File: src/logic/iphs_pkg.sv
/*
 iphs_pkg: shared types and constants for the peak and hold injector
 sequencer. Assumes a single 25 MHz system clock domain.
*/
package iphs_pkg;
   // -------------------------------------------------------------
   // widths and reset values
   // -------------------------------------------------------------
   localparam int CNT_W = 16;
   localparam int DAC_W = 10;
   localparam logic [15:0] CNT_ZERO = 16'h0000;
   localparam logic [9:0] DAC_ZERO = 10'h000;
   localparam int CLK_MHZ = 25;

   // -------------------------------------------------------------
   // types
   // -------------------------------------------------------------
   typedef enum logic [2:0] {
      IPHS_IDLE,
      IPHS_PEAK_ON,
      IPHS_PEAK_OFF,
      IPHS_HOLD_ON,
      IPHS_HOLD_OFF,
      IPHS_EOINJ
   } iphs_state_t;

   // switch drive bundle, 1 = switch on
   typedef struct packed {
      logic boost;
      logic bat;
      logic low;
   } iphs_sw_t;

   // per-switch diagnostic inputs
   typedef struct packed {
      logic open_load;
      logic short_bat;
      logic short_gnd;
   } iphs_diag_t;

   // programmed sequence settings
   typedef struct packed {
      logic [15:0] peak_tot;
      logic [15:0] peak_off;
      logic [15:0] hold_tot;
      logic [15:0] hold_off;
      logic [9:0] peak_thr;
      logic [9:0] hold_thr;
      logic [9:0] peak_lo_thr;
      logic [9:0] hold_lo_thr;
      logic two_thr_mode;
   } iphs_cfg_t;
endpackage

File: src/logic/iphs_sequencer.sv
/*
 iphs_sequencer: peak and hold current shaping for one injector.
 Assumes all inputs are synchronous to mclk; the settings are written
 by a serial port elsewhere and held stable during a pulse.
*/
`timescale 1ns/10ps
module iphs_sequencer #(
   parameter bit TWO_THR_OK = 1'b1
) (
   input wire logic mclk,
   input wire logic reset_n,
   input wire logic start,
   input wire iphs_pkg::iphs_cfg_t cfg,
   input wire logic [iphs_pkg::DAC_W-1:0] current,
   input wire logic boost_ok,
   input wire iphs_pkg::iphs_diag_t diag_boost,
   input wire iphs_pkg::iphs_diag_t diag_bat,
   input wire iphs_pkg::iphs_diag_t diag_low,
   output iphs_pkg::iphs_sw_t high_side_switch,
   output logic low_side_switch,
   output logic [iphs_pkg::DAC_W-1:0] dac_ref,
   output logic [2:0] fault_report,
   output logic no_target_current,
   output logic no_boost_voltage,
   output logic first_counter_expiry,
   output logic second_counter_expiry
);
   // -------------------------------------------------------------
   // state and counters
   // -------------------------------------------------------------
   iphs_pkg::iphs_state_t state_reg, state_next;
   logic [15:0] cnt1_reg, cnt2_reg;
   logic start_reg;
   logic [2:0] kill_reg;
   logic reached_reg;
   iphs_pkg::iphs_sw_t sw_reg, sw_next;
   logic [9:0] dac_next;

   wire start_rise = start & ~start_reg;
   wire start_fall = ~start & start_reg;
   wire two_thr = TWO_THR_OK & cfg.two_thr_mode;
   wire active = state_reg != iphs_pkg::IPHS_IDLE &&
                 state_reg != iphs_pkg::IPHS_EOINJ;

   // expiry is a single flag when a loaded count runs out
   assign first_counter_expiry = active && cnt1_reg == 16'h0001;
   assign second_counter_expiry = active && cnt2_reg == 16'h0001;

   // over threshold against reference; under uses low threshold
   function automatic logic above(input logic [9:0] i,
                                  input logic [9:0] t);
      above = i > t;
   endfunction

   wire peak_over = above(current, cfg.peak_thr);
   wire hold_over = above(current, cfg.hold_thr);
   wire peak_under = ~above(current, cfg.peak_lo_thr);
   wire hold_under = ~above(current, cfg.hold_lo_thr);
   // off-phase exit: fixed off time or lower threshold
   wire peak_back = two_thr ? peak_under : second_counter_expiry;
   wire hold_back = two_thr ? hold_under : first_counter_expiry;

   // -------------------------------------------------------------
   // next state
   // -------------------------------------------------------------
   always_comb begin
      state_next = state_reg;
      unique case (state_reg)
         iphs_pkg::IPHS_IDLE: begin
            if (start_rise) begin
               state_next = peak_over ? iphs_pkg::IPHS_PEAK_OFF
                                      : iphs_pkg::IPHS_PEAK_ON;
            end
         end
         iphs_pkg::IPHS_PEAK_ON: begin
            if (first_counter_expiry) begin
               state_next = hold_over ? iphs_pkg::IPHS_HOLD_OFF
                                      : iphs_pkg::IPHS_HOLD_ON;
            end else if (peak_over) begin
               state_next = iphs_pkg::IPHS_PEAK_OFF;
            end
         end
         iphs_pkg::IPHS_PEAK_OFF: begin
            if (first_counter_expiry) begin
               state_next = hold_over ? iphs_pkg::IPHS_HOLD_OFF
                                      : iphs_pkg::IPHS_HOLD_ON;
            end else if (peak_back) begin
               state_next = iphs_pkg::IPHS_PEAK_ON;
            end
         end
         iphs_pkg::IPHS_HOLD_ON: begin
            if (second_counter_expiry) begin
               state_next = iphs_pkg::IPHS_EOINJ;
            end else if (hold_over) begin
               state_next = iphs_pkg::IPHS_HOLD_OFF;
            end
         end
         iphs_pkg::IPHS_HOLD_OFF: begin
            if (second_counter_expiry) begin
               state_next = iphs_pkg::IPHS_EOINJ;
            end else if (hold_back) begin
               state_next = iphs_pkg::IPHS_HOLD_ON;
            end
         end
         iphs_pkg::IPHS_EOINJ: begin
            // one cycle of energy return, then idle for next edge
            state_next = iphs_pkg::IPHS_IDLE;
         end
      endcase
      // start low ends the pulse from any active phase
      if (active && !start) begin
         state_next = iphs_pkg::IPHS_EOINJ;
      end
   end

   // -------------------------------------------------------------
   // switch pattern and comparator reference
   // -------------------------------------------------------------
   always_comb begin
      sw_next = '0; // idle, eoinj: all off
      unique case (state_next)
         iphs_pkg::IPHS_PEAK_ON: sw_next = '{boost: 1'b1, bat: 1'b0,
                                             low: 1'b1};
         iphs_pkg::IPHS_PEAK_OFF,
         iphs_pkg::IPHS_HOLD_OFF: sw_next = '{boost: 1'b0, bat: 1'b0,
                                              low: 1'b1};
         iphs_pkg::IPHS_HOLD_ON: sw_next = '{boost: 1'b0, bat: 1'b1,
                                             low: 1'b1};
         default: sw_next = '0;
      endcase
   end

   wire in_hold = state_next == iphs_pkg::IPHS_HOLD_ON ||
                  state_next == iphs_pkg::IPHS_HOLD_OFF;
   assign dac_next = in_hold ? cfg.hold_thr : cfg.peak_thr;

   // hard shorts turn the switch off until the next event
   wire [2:0] kill_now = {diag_boost.short_bat | diag_boost.short_gnd,
                          diag_bat.short_gnd,
                          diag_low.short_bat};
   wire sw_event = state_next != state_reg;

   // -------------------------------------------------------------
   // registers
   // -------------------------------------------------------------
   always_ff @(posedge mclk or negedge reset_n) begin
      if (!reset_n) begin
         state_reg <= iphs_pkg::IPHS_IDLE;
         start_reg <= 1'b0;
         sw_reg <= '0;
         dac_ref <= iphs_pkg::DAC_ZERO;
      end else begin
         state_reg <= state_next;
         start_reg <= start;
         sw_reg <= sw_next;
         dac_ref <= dac_next;
      end
   end

   // counter one: peak total, then hold off; counter two the rest
   always_ff @(posedge mclk or negedge reset_n) begin
      if (!reset_n) begin
         cnt1_reg <= iphs_pkg::CNT_ZERO;
         cnt2_reg <= iphs_pkg::CNT_ZERO;
      end else begin
         if (state_reg == iphs_pkg::IPHS_IDLE && start_rise) begin
            cnt1_reg <= cfg.peak_tot;
         end else if (state_next == iphs_pkg::IPHS_HOLD_OFF &&
                      state_reg != iphs_pkg::IPHS_HOLD_OFF) begin
            cnt1_reg <= cfg.hold_off;
         end else if (cnt1_reg != iphs_pkg::CNT_ZERO) begin
            cnt1_reg <= cnt1_reg - 16'h0001;
         end
         if (state_next == iphs_pkg::IPHS_PEAK_OFF &&
             state_reg != iphs_pkg::IPHS_PEAK_OFF) begin
            cnt2_reg <= cfg.peak_off;
         end else if ((state_next == iphs_pkg::IPHS_HOLD_ON ||
                       state_next == iphs_pkg::IPHS_HOLD_OFF) &&
                      !(state_reg == iphs_pkg::IPHS_HOLD_ON ||
                        state_reg == iphs_pkg::IPHS_HOLD_OFF)) begin
            cnt2_reg <= cfg.hold_tot;
         end else if (cnt2_reg != iphs_pkg::CNT_ZERO) begin
            cnt2_reg <= cnt2_reg - 16'h0001;
         end
      end
   end

   // fault latch, released at the next switching event
   always_ff @(posedge mclk or negedge reset_n) begin
      if (!reset_n) begin
         kill_reg <= 3'h0;
         fault_report <= 3'h0;
         reached_reg <= 1'b0;
         no_target_current <= 1'b0;
         no_boost_voltage <= 1'b0;
      end else begin
         // a short still present at the event keeps the switch off
         kill_reg <= (sw_event ? 3'h0 : kill_reg) | kill_now;
         fault_report <= {|diag_boost, |diag_bat, |diag_low};
         no_boost_voltage <= (sw_reg.boost & ~boost_ok);
         // missed target: total timer ends without a crossing
         if (sw_event) begin
            reached_reg <= 1'b0;
         end else if (peak_over || hold_over) begin
            reached_reg <= 1'b1;
         end
         no_target_current <= (first_counter_expiry ||
                               second_counter_expiry) &&
                              !reached_reg &&
                              (state_reg == iphs_pkg::IPHS_PEAK_ON ||
                               state_reg == iphs_pkg::IPHS_HOLD_ON);
      end
   end

   // open load and soft faults leave the switch on
   wire [2:0] gated_sw = sw_reg & ~kill_reg;
   assign high_side_switch = iphs_pkg::iphs_sw_t'(gated_sw);
   assign low_side_switch = gated_sw[0];

   // -------------------------------------------------------------
   // assertions
   // -------------------------------------------------------------
   a_idle_all_off: assert property (@(posedge mclk) disable iff (!reset_n)
      state_reg == iphs_pkg::IPHS_IDLE |-> sw_reg == '0)
      else $error("switches on while idle");
   a_start_drop_end: assert property (@(posedge mclk)
      disable iff (!reset_n) active && !start
      |=> state_reg == iphs_pkg::IPHS_EOINJ)
      else $error("start low did not end pulse");
   a_eoinj_all_off: assert property (@(posedge mclk) disable iff (!reset_n)
      state_reg == iphs_pkg::IPHS_EOINJ |-> sw_reg == '0)
      else $error("switches on in end of injection");
   a_peak_on_pat: assert property (@(posedge mclk) disable iff (!reset_n)
      state_reg == iphs_pkg::IPHS_PEAK_ON |-> sw_reg.boost && sw_reg.low
      && !sw_reg.bat)
      else $error("wrong peak drive pattern");
   a_hold_on_pat: assert property (@(posedge mclk) disable iff (!reset_n)
      state_reg == iphs_pkg::IPHS_HOLD_ON |-> sw_reg.bat && sw_reg.low
      && !sw_reg.boost)
      else $error("wrong hold drive pattern");
   a_rise_starts: assert property (@(posedge mclk) disable iff (!reset_n)
      state_reg == iphs_pkg::IPHS_IDLE && start_rise
      |=> state_reg inside {iphs_pkg::IPHS_PEAK_ON,
                            iphs_pkg::IPHS_PEAK_OFF})
      else $error("rising start did not begin peak");
   a_peak_cross: assert property (@(posedge mclk) disable iff (!reset_n)
      state_reg == iphs_pkg::IPHS_PEAK_ON && start && peak_over
      && !first_counter_expiry
      |=> state_reg == iphs_pkg::IPHS_PEAK_OFF
      && cnt2_reg == cfg.peak_off)
      else $error("peak crossing not handled");
   a_hold_total_end: assert property (@(posedge mclk)
      disable iff (!reset_n) start && second_counter_expiry &&
      state_reg inside {iphs_pkg::IPHS_HOLD_ON, iphs_pkg::IPHS_HOLD_OFF}
      |=> state_reg == iphs_pkg::IPHS_EOINJ ##1
      state_reg == iphs_pkg::IPHS_IDLE)
      else $error("hold total expiry missed");
   a_recirc_pat: assert property (@(posedge mclk) disable iff (!reset_n)
      state_reg inside {iphs_pkg::IPHS_PEAK_OFF, iphs_pkg::IPHS_HOLD_OFF}
      |-> !sw_reg.boost && !sw_reg.bat && sw_reg.low)
      else $error("wrong recirculation pattern");
   a_peak_total_end: assert property (@(posedge mclk)
      disable iff (!reset_n) start && first_counter_expiry &&
      state_reg inside {iphs_pkg::IPHS_PEAK_ON, iphs_pkg::IPHS_PEAK_OFF}
      |=> state_reg inside {iphs_pkg::IPHS_HOLD_ON,
                            iphs_pkg::IPHS_HOLD_OFF})
      else $error("peak total expiry missed");
   a_hold_entry: assert property (@(posedge mclk) disable iff (!reset_n)
      state_reg inside {iphs_pkg::IPHS_PEAK_ON, iphs_pkg::IPHS_PEAK_OFF} &&
      state_next inside {iphs_pkg::IPHS_HOLD_ON, iphs_pkg::IPHS_HOLD_OFF}
      |=> cnt2_reg == cfg.hold_tot && dac_ref == cfg.hold_thr)
      else $error("hold entry loads missed");
   a_hold_cross: assert property (@(posedge mclk) disable iff (!reset_n)
      state_reg == iphs_pkg::IPHS_HOLD_ON && start && hold_over
      && !second_counter_expiry
      |=> state_reg == iphs_pkg::IPHS_HOLD_OFF
      && cnt1_reg == cfg.hold_off)
      else $error("hold crossing not handled");
   a_short_kill: assert property (@(posedge mclk) disable iff (!reset_n)
      diag_boost.short_gnd |=> !high_side_switch.boost)
      else $error("boost switch left on into a short");
endmodule
File: config.mk
export PLATFORM = sky130hd
export DESIGN_NAME = iphs_sequencer
export DESIGN_NICKNAME = d
export VERILOG_FILES = /design/src/logic/iphs_pkg.sv /design/src/logic/iphs_sequencer.sv
export SDC_FILE = /design/constraint.sdc
export NUM_CORES = 1
export LEC_CHECK = 0
export BUFFER_PORTS_ARGS = -buffer_cell sky130_fd_sc_hd__buf_2
export CAP_MARGIN = 0
export CORE_ASPECT_RATIO = 1.2
export CORE_UTILIZATION = 55
export CTS_BUF_LIST = sky130_fd_sc_hd__clkbuf_4
export DETAILED_ROUTE_END_ITERATION = 6
export PLACE_DENSITY = 0.82
export SLEW_MARGIN = 20
export SYNTH_ARGS = -nofsm -noshare
export SYNTH_HDL_FRONTEND = slang
export SYNTH_SLANG_ARGS = --single-unit
File: constraint.sdc
create_clock -name mclk -period 5.48 [get_ports mclk]
set_input_delay 0.548 -clock mclk [delete_from_list [all_inputs] [get_ports mclk]]
set_output_delay 0.548 -clock mclk [all_outputs]
set_load 0.005 [all_outputs]
; ---- Word-level counts from Yosys, hierarchy flattened
; Cells that the tools add are included.
[classes]
add_sub_neg = 2
bitwise_logic = 10
mux = 26
n_lt_le_gt_ge = 4
eq_ne = 15
reduce_logical = 29
[ops]
columns = cell, count
row1 = 16-bit 2-to-1 mux, 6
row2 = 10-bit greater-than comparator, 4
row3 = 3-bit 2-to-1 mux, 12
row4 = 16-bit by 1-bit == test with 1-bit output (second input constant), 2
row5 = 16-bit nonzero test, 2
row6 = 16-bit by 1-bit subtractor with 16-bit output (second input constant), 2
row7 = 3-bit case mux with 6 select lines, 1
row8 = 3-bit by 2-bit == test with 1-bit output (second input constant), 4
row9 = 1-bit logical AND, 10
row10 = 10-bit 2-to-1 mux, 1
row11 = 3-bit == test (second input constant), 3
row12 = 3-bit case mux with 3 select lines, 1
row13 = 3-bit nonzero test, 3
row14 = 3-bit OR reduction, 3
row15 = 3-bit by 1-bit == test with 1-bit output (second input constant), 2
row16 = 3-bit != test (second input constant), 2
row17 = 1-bit logical OR, 5
row18 = 1-bit 2-to-1 mux, 4
row19 = 1-bit NOT, 4
row20 = 3-bit AND, 1
row21 = 1-bit zero test, 3
row22 = 3-bit zero test, 1
row23 = 3-bit by 2-bit != test with 1-bit output (second input constant), 1
row24 = 3-bit != test, 1
row25 = 7 further kinds, 8
[totals]
wordCells = 99
regBits = 58

; ---- Depth between registers and ports, before layout
; Gate-level depths: netlist of run 1.
[logic_depth]
depth_word = 13
depth_mapped = 14
depth_no_buf = 12

; ---- Least setup slack after synthesis of run 1
; No wires, ideal clock.
[synth_path]
kind = input to register
startpoint = in cfg[6] in the netlist's numbering
endpoint = reg cnt2_reg[10]
setup_ns = 0.082
slack_ns = 2.236
t_required_ns = 5.398
stages = 13
n_path_buf = 2
arrival_time_ns = 3.162
cell_sequence = inv_1 > ha_1 > a21oi_1 > o21ai_0 > a2111oi_0 > o211ai_1 > a221oi_2 > and2_2 > a31o_1 > buf_4 > buf_4 > nand3_1 > a31oi_1
[synth_via]
elab_chain_len = 12
elab_cells_between_ends = 16
cone_classes = 1 x order compare / 3 x eq/ne / 7 x mux / 1 x bitwise / 4 x reduce/logical
[synth_lines]
columns = element, line
row1 = from (decl), iphs_sequencer.sv:13  ; input wire iphs_pkg::iphs_cfg_t cfg,
row2 = 10-bit greater-than comparator (*), iphs_sequencer.sv:52  ; above = i > t;
row3 = 1-bit NOT (*), iphs_sequencer.sv:58  ; wire hold_under = ~above(current, cfg.hold_lo_thr);
row4 = 1-bit 2-to-1 mux (*), iphs_sequencer.sv:61  ; wire hold_back = two_thr ? hold_under : first_counter_expiry;
row5 = 3-bit 2-to-1 mux (*), iphs_sequencer.sv:101  ; end else if (hold_back) begin
row6 = 3-bit 2-to-1 mux (*), iphs_sequencer.sv:99  ; if (second_counter_expiry) begin
row7 = 3-bit case mux with 6 select lines (*), iphs_sequencer.sv:68  ; unique case (state_reg)
row8 = 3-bit 2-to-1 mux (*), iphs_sequencer.sv:111  ; if (active && !start) begin
row9 = 3-bit by 2-bit == test with 1-bit output or 3-bit == test (tied branches), "iphs_sequencer.sv:177, iphs_sequencer.sv:178"
row10 = 1-bit logical OR, iphs_sequencer.sv:177  ; end else if ((state_next == iphs_pkg::IPHS_HOLD_ON ||
row11 = 1-bit logical AND, iphs_sequencer.sv:178  ; state_next == iphs_pkg::IPHS_HOLD_OFF) &&
row12 = 16-bit 2-to-1 mux, iphs_sequencer.sv:177
row13 = 16-bit 2-to-1 mux, iphs_sequencer.sv:174  ; if (state_next == iphs_pkg::IPHS_PEAK_OFF &&
row14 = to (signal assigned), iphs_sequencer.sv:176  ; cnt2_reg <= cfg.peak_off;
row15 = to (signal assigned), iphs_sequencer.sv:181  ; cnt2_reg <= cfg.hold_tot;
row16 = to (signal assigned), iphs_sequencer.sv:183  ; cnt2_reg <= cnt2_reg - 16'h0001;
row17 = to (decl), iphs_sequencer.sv:32  ; logic [15:0] cnt1_reg, cnt2_reg;
; Mark *: on every way between the ends. The rest lies on a longest branch, timed or not.
; A chain may end at the register's enable or synchronous reset.

; ---- Worst setup path after layout of run 1
[layout_path]
startpoint = in current[5] in the netlist's numbering
endpoint = reg cnt2_reg[9]
[layout_via]
elab_chain_len = 12
elab_cells_between_ends = 30
cone_classes = 4 x order compare / 3 x eq/ne / 17 x mux / 2 x bitwise / 4 x reduce/logical
[layout_lines]
columns = element, line
row1 = from (decl), iphs_sequencer.sv:14  ; input wire logic [iphs_pkg::DAC_W-1:0] current,
row2 = 10-bit greater-than comparator, iphs_sequencer.sv:52
row3 = "1-bit NOT, on equally long branches", "iphs_sequencer.sv:58, iphs_sequencer.sv:57"
row4 = "1-bit 2-to-1 mux, on equally long branches", "iphs_sequencer.sv:61, iphs_sequencer.sv:60"
row5 = "3-bit 2-to-1 mux, on equally long branches", "iphs_sequencer.sv:101, iphs_sequencer.sv:87"
row6 = "3-bit 2-to-1 mux, on equally long branches", "iphs_sequencer.sv:99, iphs_sequencer.sv:84"
row7 = 3-bit case mux with 6 select lines (*), iphs_sequencer.sv:68
row8 = 3-bit 2-to-1 mux (*), iphs_sequencer.sv:111
row9 = 3-bit by 2-bit == test with 1-bit output or 3-bit == test (tied branches), "iphs_sequencer.sv:177, iphs_sequencer.sv:178"
row10 = 1-bit logical OR, iphs_sequencer.sv:177
row11 = 1-bit logical AND, iphs_sequencer.sv:178
row12 = 16-bit 2-to-1 mux, iphs_sequencer.sv:177
row13 = 16-bit 2-to-1 mux, iphs_sequencer.sv:174
; Marked as above.

==> results of run 1 <==
power groups by stage:
stage | Combinational, uW | Sequential, uW | Clock [uW]
global route | 1660 | 864 | 482
finish | 1470 | 839 | 453
CTS | 1470 | 834 | 458
floorplan | 1170 | 779 | 0
detailed placement | 1460 | 840 | 0
global placement | 1410 | 833 | 0
stage by stage:
step,util,hold slack (ns)
after floorplan,-,0.2524
after global placement,0.6693,0.4256
after detailed placement,0.6693,0.4336
after CTS,0.6943,0.2442
after global routing,0.6943,0.2533
final,0.6943,0.2496
worst paths after layout:
path	start	to	slack, ns	depth (start not counted)
worst min register to register	reached_reg$_DFFE_PN0P_	no_target_current$_DFF_PN0_	0.45	1
worst min-delay path	reset_n	cnt1_reg[1]$_DFFE_PN0P_	0.25	2
worst max-delay path	current[5]	cnt2_reg[9]$_DFFE_PN0P_	1.77	11
max in group asynchronous	reset_n	fault_report[0]$_DFF_PN0_	4.75	2
worst max register to register	cnt2_reg[12]$_DFFE_PN0P_	cnt2_reg[10]$_DFFE_PN0P_	1.95	10
min in group mclk	boost_ok	no_boost_voltage$_DFF_PN0_	0.27	2
placed cells by master (no fill, tap or decap), types with 15 or more instances in the layout:
master,instances
sky130_fd_sc_hd__buf_2,148
sky130_fd_sc_hd__dfrtp_1,58
sky130_fd_sc_hd__inv_1,53
sky130_fd_sc_hd__nor2_1,53
sky130_fd_sc_hd__ha_1,45
sky130_fd_sc_hd__nand2_1,44
sky130_fd_sc_hd__o21ai_0,40
sky130_fd_sc_hd__a21oi_1,23
sky130_fd_sc_hd__a31oi_1,22
sky130_fd_sc_hd__nand3_1,21
sky130_fd_sc_hd__xnor2_1,16
sky130_fd_sc_hd__or3_1,16
sky130_fd_sc_hd__o21ai_1,15
cells by family (layout without fill, tap and decap cells):
logic type	count (synthesis)	in the layout	synth area share
flip-flops	58	58	0.3136
buffers and inverters	77	225	0.06840
adder cells (fa/ha/maj)	45	45	0.1217
multiplexers	12	12	0.02622
AO/OA/AOI/OAI	144	144	0.2057
AND/OR/NAND/NOR	198	198	0.2190
XOR/XNOR	24	24	0.04542
cell type report:
type / instances / area share
clock buffer: 10 / 0.01326
sequential: 58 / 0.2564
timing repair buffer: 154 / 0.1388
multi-input combinational: 423 / 0.5062
tap: 114 / 0.02520
clock inverter: 6 / 0.02277
inverter: 55 / 0.03736
metal layers:
layer  global-route usage  wire length (um)
met1               0.3418              5081
met4               0.1359               422
met3              0.05845               676
met2               0.5083              5877
met5                    0                 0
==> flow_metrics.py, run 1 <==
metrics = {
    "sta": {
        "worstMarginPinSlew_ns": 0.9946,
        "relSlewSlack": 0.3325,
        "final.setup.worst_slack_ns": 1.770,
        "slew_violations": 0,
        "final.min_clock_period_ns": 3.710,
        "fin_crit_sh": 0.6771,
        "grt_setup_unrepaired": "false",
        "setup_viols_final": 0,
        "max_freq_mhz": 269.5,
        "finalSetupTns_ns": 0,
        "hold_viol": 0,
        "fin_skew_ns": 0.01813,
    },
    "cts": {
        "cts_tree": "built",
        "cts.repair.resized": 0,
        "cts_inserted_buffers": 9,
        "clk_transition_reported_paths_ns": 0.11,
        "clk_path_buf_depth": 2,
        "tritoncts_num_sinks": 58,
        "postCtsSetupRepairBufs": 0,
        "cts_hold_buffers": 0,
        "insertion_delay_ns": 0.43,
        "cts_htree_levels": 3,
        "cts_root_buffer": "sky130_fd_sc_hd__clkbuf_4",
    },
    "layout": {
        "diodes": 0,
        "design.final.nets": 874,
        "finish.cell_count_without_fillers": 820,
        "n_fill_cell": 673,
        "drive_above_1_share": 0.2776,
        "design_area_mm2": 0.005660,
        "multi_input_comb_area_mm2": 0.002865,
        "register_area_mm2": 0.001451,
        "layout-area-overhead-vs-synth_pct": 22.30,
    },
    "logic_synthesis": {
        "mappedNetlistArea_mm2": 0.004628,
        "yosys_warnings": 0,
        "synth.top_cells.by_area": "sky130_fd_sc_hd__dfrtp_1, sky130_fd_sc_hd__ha_1, sky130_fd_sc_hd__o21ai_0",
        "synthArstFlopShare": 1.000,
        "yosysMostFrequentCell": "sky130_fd_sc_hd__dfrtp_1",
        "yosys.cell_types.count": 64,
        "synth.top_cell.area_share": 0.3136,
        "synthesized_nets": 731,
        "postSynth.topFlopCell": "sky130_fd_sc_hd__dfrtp_1",
        "post-synth-top-area-cell": "sky130_fd_sc_hd__dfrtp_1",
        "postSynthCellCount": 558,
        "synthesis.area_per_instance_um2": 8.294,
        "ys_seq_elements": 58,
        "synth_edf_count": 0,
        "synth_commonest_cells": "sky130_fd_sc_hd__dfrtp_1, sky130_fd_sc_hd__inv_1, sky130_fd_sc_hd__nor2_1, sky130_fd_sc_hd__ha_1, sky130_fd_sc_hd__nand2_1",
        "seq_area_frac_synth": 0.3136,
    },
    "placement": {
        "post-dp-hpwl_um": 9250,
        "worst_setup_slack_before_clock_tree_synthesis_ns": 1.305,
        "gp_congestion": 0.9280,
        "detailed_place.area_mm2": 0.005456,
        "dpl.cell_count": 804,
        "port_buffers": 148,
    },
    "global_route": {
        "grt_usage": 0.2893,
        "first_global_vias": 4421,
        "pin_count_of_the_biggest_net_entering_global_routing": 59,
        "antenna_found_initial": 0,
        "grt_remaining_overflow": 0,
        "grt_first_pass_wirelength_um": 20050,
    },
    "setup_path": {
        "setup.worst_path.start_class": "input pin",
        "worstPathMaxFanout": 17,
        "crit_slowest_cell": "sky130_fd_sc_hd__a2111oi_0",
        "critPathCaptureType": "flip-flop",
        "crit_type": "input pin to flip-flop",
        "critical_path.cell_chain": "buf_2 -> ha_1 -> a21oi_1 -> o21ai_0 -> a2111oi_0 -> o211ai_1 -> a221oi_2 -> and2_2 -> a31o_1 -> nand3_1 -> a31oi_1",
        "timing.critical_path.required_ns": 5.83,
        "critical-path-top-delay-family": "compound AO/OA/AOI/OAI gates",
        "critical_path.max_stage_delay_ns": 0.76,
        "worst-path-buf-inv": 1,
        "critical_path_arrival_ns": 4.06,
    },
    "job": {
        "maxCapViolCount": 0,
    },
    "pwr": {
        "p_int_uw": 1537,
        "power.combinational.fraction": 0.533,
        "vdd_drop_max_uv": 255.2,
        "powerDensity_mw_per_mm2": 488.7,
        "finalPower_uw": 2766,
        "p_leak_uw": 0.002716,
        "share_seq_of_total_power": 0.303,
        "power.clock.fraction": 0.164,
        "power.switching_fraction": 0.4445,
        "p_sw_uw": 1230,
    },
    "detailed_routing": {
        "vias_per_cell": 5.627,
        "vias": 4614,
        "ant_nets": 0,
        "drt_first_pass_iters": 7,
        "drt_wl_total_um": 12060,
        "drt_first_iter_violations": 196,
        "remaining_drc_errors": 0,
        "routedWlPerCell_um": 14.70,
    },
    "floorplan": {
        "num_rows": 36,
        "design.portCount": 149,
        "die_w_um": 85.74,
        "die_h_um": 102.5,
        "dieArea_mm2": 0.008787,
        "placeableCoreArea_mm2": 0.008153,
        "initial_core_util": 0.5677,
    },
    "min_path": {
        "min_path_type": "input pin to asynchronous set/reset pin",
    },
    "outcome": {
        "outcome": "completed",
    },
}
Note: power is estimated with default switching activity, not from simulation.
==> inputs of run 2 (changes only) <==
CORE_UTILIZATION = 48   (was 55)
PLACE_DENSITY = 0.75   (was 0.82)
clock period = 3.1 ns   (was 5.48 ns; I/O delays follow)
==> run 2 against run 1 <==
  * Core utilization is 5.0 points lower
  * Sequential cell count is the same
  * Clock skew decreased by 0.0029 ns
  * Cell area rose by 5.0%
  * Sequential power rose by 69%
  * Largest power group unchanged
  * Highest routed layer unchanged
==> flow_metrics.py, run 2 (same netlist as run 1, synthesis figures left out) <==
metrics = {
    "sta": {
        "setup_viols_final": 0,
        "relSlewSlack": 0.4689,
        "fin_skew_ns": 0.01524,
        "hold_viol": 0,
        "worstMarginPinSlew_ns": 0.7905,
        "worst_hold_slack_ns": 0.05306,
        "max_freq_mhz": 334.8,
        "final.min_clock_period_ns": 2.987,
        "fin_crit_sh": 0.9635,
        "grt_setup_unrepaired": "false",
        "slew_violations": 0,
    },
    "cts": {
        "insertion_delay_ns": 0.41,
        "cts_tree": "built",
        "cts_htree_levels": 3,
        "cts_root_buffer": "sky130_fd_sc_hd__clkbuf_4",
        "tritoncts_num_sinks": 58,
        "clk_transition_reported_paths_ns": 0.10,
        "cts_inserted_buffers": 9,
        "clk_path_buf_depth": 2,
    },
    "outcome": {
        "outcome": "completed",
    },
    "global_route": {
        "grt_usage": 0.2574,
        "pin_count_of_the_biggest_net_entering_global_routing": 44,
        "first_global_vias": 4561,
        "grt_remaining_overflow": 0,
        "antenna_found_initial": 0,
        "grt_first_pass_wirelength_um": 20490,
    },
    "detailed_routing": {
        "routedWlPerCell_um": 14.75,
        "drt_wl_total_um": 12680,
        "drt_first_iter_violations": 197,
        "drt_first_pass_iters": 4,
        "ant_nets": 0,
        "remaining_drc_errors": 0,
        "vias_per_cell": 5.473,
        "vias": 4707,
    },
    "floorplan": {
        "die_w_um": 91.64,
        "num_rows": 38,
        "placeableCoreArea_mm2": 0.009224,
        "initial_core_util": 0.5018,
        "die_h_um": 109.6,
        "dieArea_mm2": 0.01004,
        "design.portCount": 149,
    },
    "layout": {
        "most_frequent_standard_cell_in_the_layout_excluding_fill_and_tap_cells": "sky130_fd_sc_hd__buf_2",
        "design.final.nets": 908,
        "most-common-layout-cells": "sky130_fd_sc_hd__buf_2, sky130_fd_sc_hd__dfrtp_1, sky130_fd_sc_hd__inv_1, sky130_fd_sc_hd__nor2_1, sky130_fd_sc_hd__ha_1",
        "finish.cell_count_without_fillers": 860,
        "n_fill_cell": 791,
        "layout-area-overhead-vs-synth_pct": 28.47,
        "drive_above_1_share": 0.3095,
        "diodes": 0,
    },
    "setup_path": {
        "critPathCaptureType": "flip-flop",
        "worstPathMaxFanout": 17,
        "critical_path_arrival_ns": 3.31,
        "setup.worst_path.start_class": "flip-flop",
        "crit_type": "flip-flop to flip-flop",
        "timing.critical_path.required_ns": 3.43,
    },
    "placement": {
        "dpl.cell_count": 834,
        "port_buffers": 148,
        "post-dp-hpwl_um": 9799,
        "gp_congestion": 0.9581,
    },
    "pwr": {
        "p_leak_uw": 0.002878,
        "finalPower_uw": 5212,
        "powerDensity_mw_per_mm2": 876.6,
        "vdd_drop_max_uv": 441.0,
    },
    "min_path": {
        "min_path_type": "input pin to flip-flop",
    },
    "job": {
        "maxCapViolCount": 0,
    },
}
run 2: through the flow:
| step | setup TNS [ns] | worst slack [ns] | cell area, um^2 | util |
|---|---|---|---|---|
| final | 0 | 0.1133 | 5946 | 0.6446 |
| after global routing | 0 | 0.003544 | 5946 | 0.6446 |
| after CTS | 0 | 0.01733 | 5817 | 0.6306 |
| after detailed placement | -1.324 | -0.1257 | 5682 | 0.6160 |
| after global placement | -0.03922 | -0.03283 | 5682 | 0.6160 |
| after floorplan | 0 | 0.09426 | 4628 | - |
run 2: timing repair:
action | 4_1_cts | 5_1_grt
pin swaps | 1 | 7
endpoints found under the hold margin | 0 | 42
resized for setup | 0 | 7
hold buffers | 0 | 1
setup endpoints to repair | 1 | 28
buffers inserted | 1 | 8
run 2: area by class of cell:
type	count	area, um^2	area share
Clock buffer	11	82.58	0.01389
Clock inverter	5	45.04	0.007576
Inverter	55	211.5	0.03556
Multi-Input combinational cell	423	2909	0.4893
Sequential cell	58	1451	0.2441
Tap cell	120	150.1	0.02525
Timing Repair Buffer	188	1096	0.1843
run 2: metal layers:
metal,vias up,part of all wire,track usage
met1,2177,0.42,0.3037
met3,25,0.057,0.05048
met4,0,0.020,0.08957
li1,2353,-,-
met5,-,0,0
met2,152,0.50,0.4667
run 2: path summary, 6_finish.rpt:
path	startpoint	depth (start not counted)	slack [ns]	end
min in group asynchronous	reset_n	2	0.44	dac_ref[9]$_DFF_PN0_
hold reg to reg	reached_reg$_DFFE_PN0P_	1	0.46	no_target_current$_DFF_PN0_
max in group asynchronous	reset_n	3	2.01	fault_report[0]$_DFF_PN0_
hold / removal	boost_ok	2	0.05	no_boost_voltage$_DFF_PN0_
setup reg to reg	cnt2_reg[10]$_DFFE_PN0P_	11	0.11	cnt2_reg[12]$_DFFE_PN0P_
setup / recovery	cnt2_reg[10]$_DFFE_PN0P_	11	0.11	cnt2_reg[12]$_DFFE_PN0P_
run 2: where the power goes:
part           total (uW)  internal (uW)  switching (uW)
clock network         548            254             294
registers            1420           1130             291
logic                3240           1530            1720
total                5210           2910            2300
run 2: critical path: stages (launching register included):
cell	delay [ns]
sky130_fd_sc_hd__dfrtp_1	0.40
sky130_fd_sc_hd__or4_4	0.56
sky130_fd_sc_hd__nor4_4	0.28
sky130_fd_sc_hd__nand4b_1	0.24
sky130_fd_sc_hd__o211ai_1	0.22
sky130_fd_sc_hd__a221oi_2	0.13
sky130_fd_sc_hd__buf_4	0.18
sky130_fd_sc_hd__nor3_4	0.25
sky130_fd_sc_hd__a31o_1	0.18
sky130_fd_sc_hd__buf_12	0.16
sky130_fd_sc_hd__nand3_1	0.11
sky130_fd_sc_hd__a31oi_2	0.20
==> inputs of run 3 (changes only) <==
CORE_ASPECT_RATIO = 1.75   (was 1.2)
==> run 3 against run 2 <==
  * Core utilization fell by 0.42 points
  * Setup slack got worse by 0.11 ns
  * Clock power rose by 15%
  * Sequential cell count did not move
  * Largest cell class unchanged
==> flow_metrics.py, run 3 (same netlist as run 1, synthesis figures left out) <==
metrics = {
    "cts": {
        "cts_root_buffer": "sky130_fd_sc_hd__clkbuf_4",
        "clk_path_buf_depth": 2,
        "insertion_delay_ns": 0.43,
        "cts_tree": "built",
        "tritoncts_num_sinks": 58,
        "cts_inserted_buffers": 9,
        "cts_htree_levels": 3,
        "clk_transition_reported_paths_ns": 0.11,
    },
    "setup_path": {
        "crit_slowest_cell": "sky130_fd_sc_hd__nor4_2",
        "worst-r2r-cell-count": 11,
        "r2r-start": "cnt1_reg[6]$_DFFE_PN0P_",
        "timing.critical_path.required_ns": 3.40,
        "reg2reg_to": "cnt1_reg[13]$_DFFE_PN0P_",
        "crit_type": "flip-flop to flip-flop",
        "critical_path_arrival_ns": 3.40,
        "setup.worst_path.start_class": "flip-flop",
        "worstPathMaxFanout": 5,
        "reg2reg_setup_slack_ns": 0.002,
        "worst-path-buf-inv": 2,
        "critical-path-top-delay-family": "simple AND/OR/NAND/NOR gates",
        "critPathCaptureType": "flip-flop",
        "critical_path.max_stage_delay_ns": 0.51,
        "critical_path.cell_chain": "nor4_2 -> o2111a_1 -> a21oi_1 -> o211ai_1 -> nand4_1 -> nor2_4 -> clkinv_4 -> nor3_4 -> clkbuf_16 -> mux2i_4 -> o21ai_1",
    },
    "pwr": {
        "power.switching_fraction": 0.4434,
        "share_seq_of_total_power": 0.267,
        "p_sw_uw": 2429,
        "p_leak_uw": 0.002897,
        "power.combinational.fraction": 0.618,
        "power.clock.fraction": 0.115,
        "p_int_uw": 3049,
        "powerDensity_mw_per_mm2": 909.1,
        "vdd_drop_max_uv": 424.9,
    },
    "layout": {
        "multi_input_comb_area_mm2": 0.002945,
        "most_frequent_standard_cell_in_the_layout_excluding_fill_and_tap_cells": "sky130_fd_sc_hd__buf_2",
        "n_fill_cell": 816,
        "most-common-layout-cells": "sky130_fd_sc_hd__buf_2, sky130_fd_sc_hd__dfrtp_1, sky130_fd_sc_hd__inv_1, sky130_fd_sc_hd__nor2_1, sky130_fd_sc_hd__ha_1",
        "design_area_mm2": 0.006026,
        "drive_above_1_share": 0.3144,
        "final_util": 0.6404,
        "layout-area-overhead-vs-synth_pct": 30.20,
        "register_area_mm2": 0.001451,
        "finish.cell_count_without_fillers": 861,
        "design.final.nets": 907,
    },
    "detailed_routing": {
        "routedWlPerCell_um": 15.92,
        "vias": 4904,
        "vias_per_cell": 5.696,
        "drt_first_iter_violations": 206,
        "remaining_drc_errors": 0,
        "drt_first_pass_iters": 6,
        "drt_wl_total_um": 13700,
        "ant_nets": 0,
    },
    "sta": {
        "max_freq_mhz": 322.8,
        "worstMarginPinSlew_ns": 0.5974,
        "relSlewSlack": 0.6018,
        "grt_setup_unrepaired": "true",
        "fin_crit_sh": 0.9992,
        "finalSetupTns_ns": 0,
        "slew_violations": 0,
        "setup_viols_final": 0,
        "final.min_clock_period_ns": 3.098,
        "fin_skew_ns": 0.02263,
        "hold_viol": 0,
    },
    "floorplan": {
        "placeableCoreArea_mm2": 0.009409,
        "dieArea_mm2": 0.01005,
        "die_h_um": 131.9,
        "die_w_um": 76.23,
        "design.portCount": 149,
        "num_rows": 47,
        "initial_core_util": 0.4919,
    },
    "min_path": {
        "timing.hold.worst.start": "boost_ok",
        "instance_count_along_the_most_critical_hold_path": 2,
        "min_path_type": "input pin to flip-flop",
        "whs_endpoint": "no_boost_voltage$_DFF_PN0_",
    },
    "global_route": {
        "first_global_vias": 5059,
        "grt_usage": 0.2703,
        "grt_first_pass_wirelength_um": 22020,
        "pin_count_of_the_biggest_net_entering_global_routing": 35,
        "antenna_found_initial": 1,
        "grt_remaining_overflow": 0,
    },
    "placement": {
        "gp_congestion": 0.9075,
        "port_buffers": 148,
        "post-dp-hpwl_um": 10570,
        "detailed_place.area_mm2": 0.005692,
        "dpl.cell_count": 837,
    },
    "outcome": {
        "outcome": "completed",
    },
    "job": {
        "maxCapViolCount": 0,
    },
}
==> run 3: changes by cell type in the layout (fill, tap and decap cells not counted), moves of 3 or more <==
cell	delta
sky130_fd_sc_hd__o21ai_1	+13
sky130_fd_sc_hd__buf_4	-4
sky130_fd_sc_hd__o21ai_0	-13
sky130_fd_sc_hd__clkinv_1	-3
==> run 3: stage by stage <==
stage                     total power, uW  hold slack [ns]  setup slack, ns
final                                5478          0.02588         0.002486
after global routing                 5886          0.01336          -0.2091
after CTS                            5123         0.008925          0.01089
after detailed placement             4492           0.3428          -0.1494
after global placement               4375           0.3221         -0.04276
after floorplan                      3448          0.01441          0.09426
==> run 3: worst max path at each step <==
stage                                        start  slack, ns  cells past startpoint                        to
after floorplan                             cfg[6]       0.09                     13  cnt2_reg[10]$_DFFE_PN0P_
after global placement                     cfg[26]      -0.04                     15   cnt1_reg[8]$_DFFE_PN0P_
after detailed placement                   cfg[26]      -0.15                     15   cnt1_reg[4]$_DFFE_PN0P_
after CTS                 cnt2_reg[12]$_DFFE_PN0P_       0.01                     11     kill_reg[2]$_DFF_PN0_
after global routing       cnt1_reg[6]$_DFFE_PN0P_      -0.21                     11  cnt1_reg[13]$_DFFE_PN0P_
final                      cnt1_reg[6]$_DFFE_PN0P_      0.002                     11  cnt1_reg[13]$_DFFE_PN0P_
==> run 3: area by class of cell <==
class	count	share of cell area
multi-input combinational	423	0.4888
clock buffer	9	0.01121
timing repair buffer	187	0.1846
sequential	58	0.2409
clock inverter	6	0.01370
antenna	1	0.0004153
inverter	55	0.03509
tap	122	0.02533
==> run 3: power by group through the flow <==
| stage | registers (uW) | clock network (uW) | logic (uW) |
|---|---|---|---|
| after floorplan | 1380 | 0 | 2070 |
| after global placement | 1440 | 0 | 2940 |
| after detailed placement | 1450 | 0 | 3040 |
| after CTS | 1450 | 632 | 3040 |
| after global routing | 1510 | 661 | 3720 |
| final | 1460 | 630 | 3390 |
==> run 3: layer usage <==
metal	wire length [um]	up-vias	GRT usage
met1	4911	2326	0.2653
met5	0	-	0
met2	7626	169	0.5225
met3	511	55	0.03045
met4	654	0	0.1720
li1	-	2354	-
==> run 3: what timing repair did <==
item / CTS / global route
setup endpoints to repair: 0 / 45
setup buffers: 0 / 6
resized for setup: 0 / 26
endpoints found under the hold margin: 24 / 0
hold buffers: 1 / 0
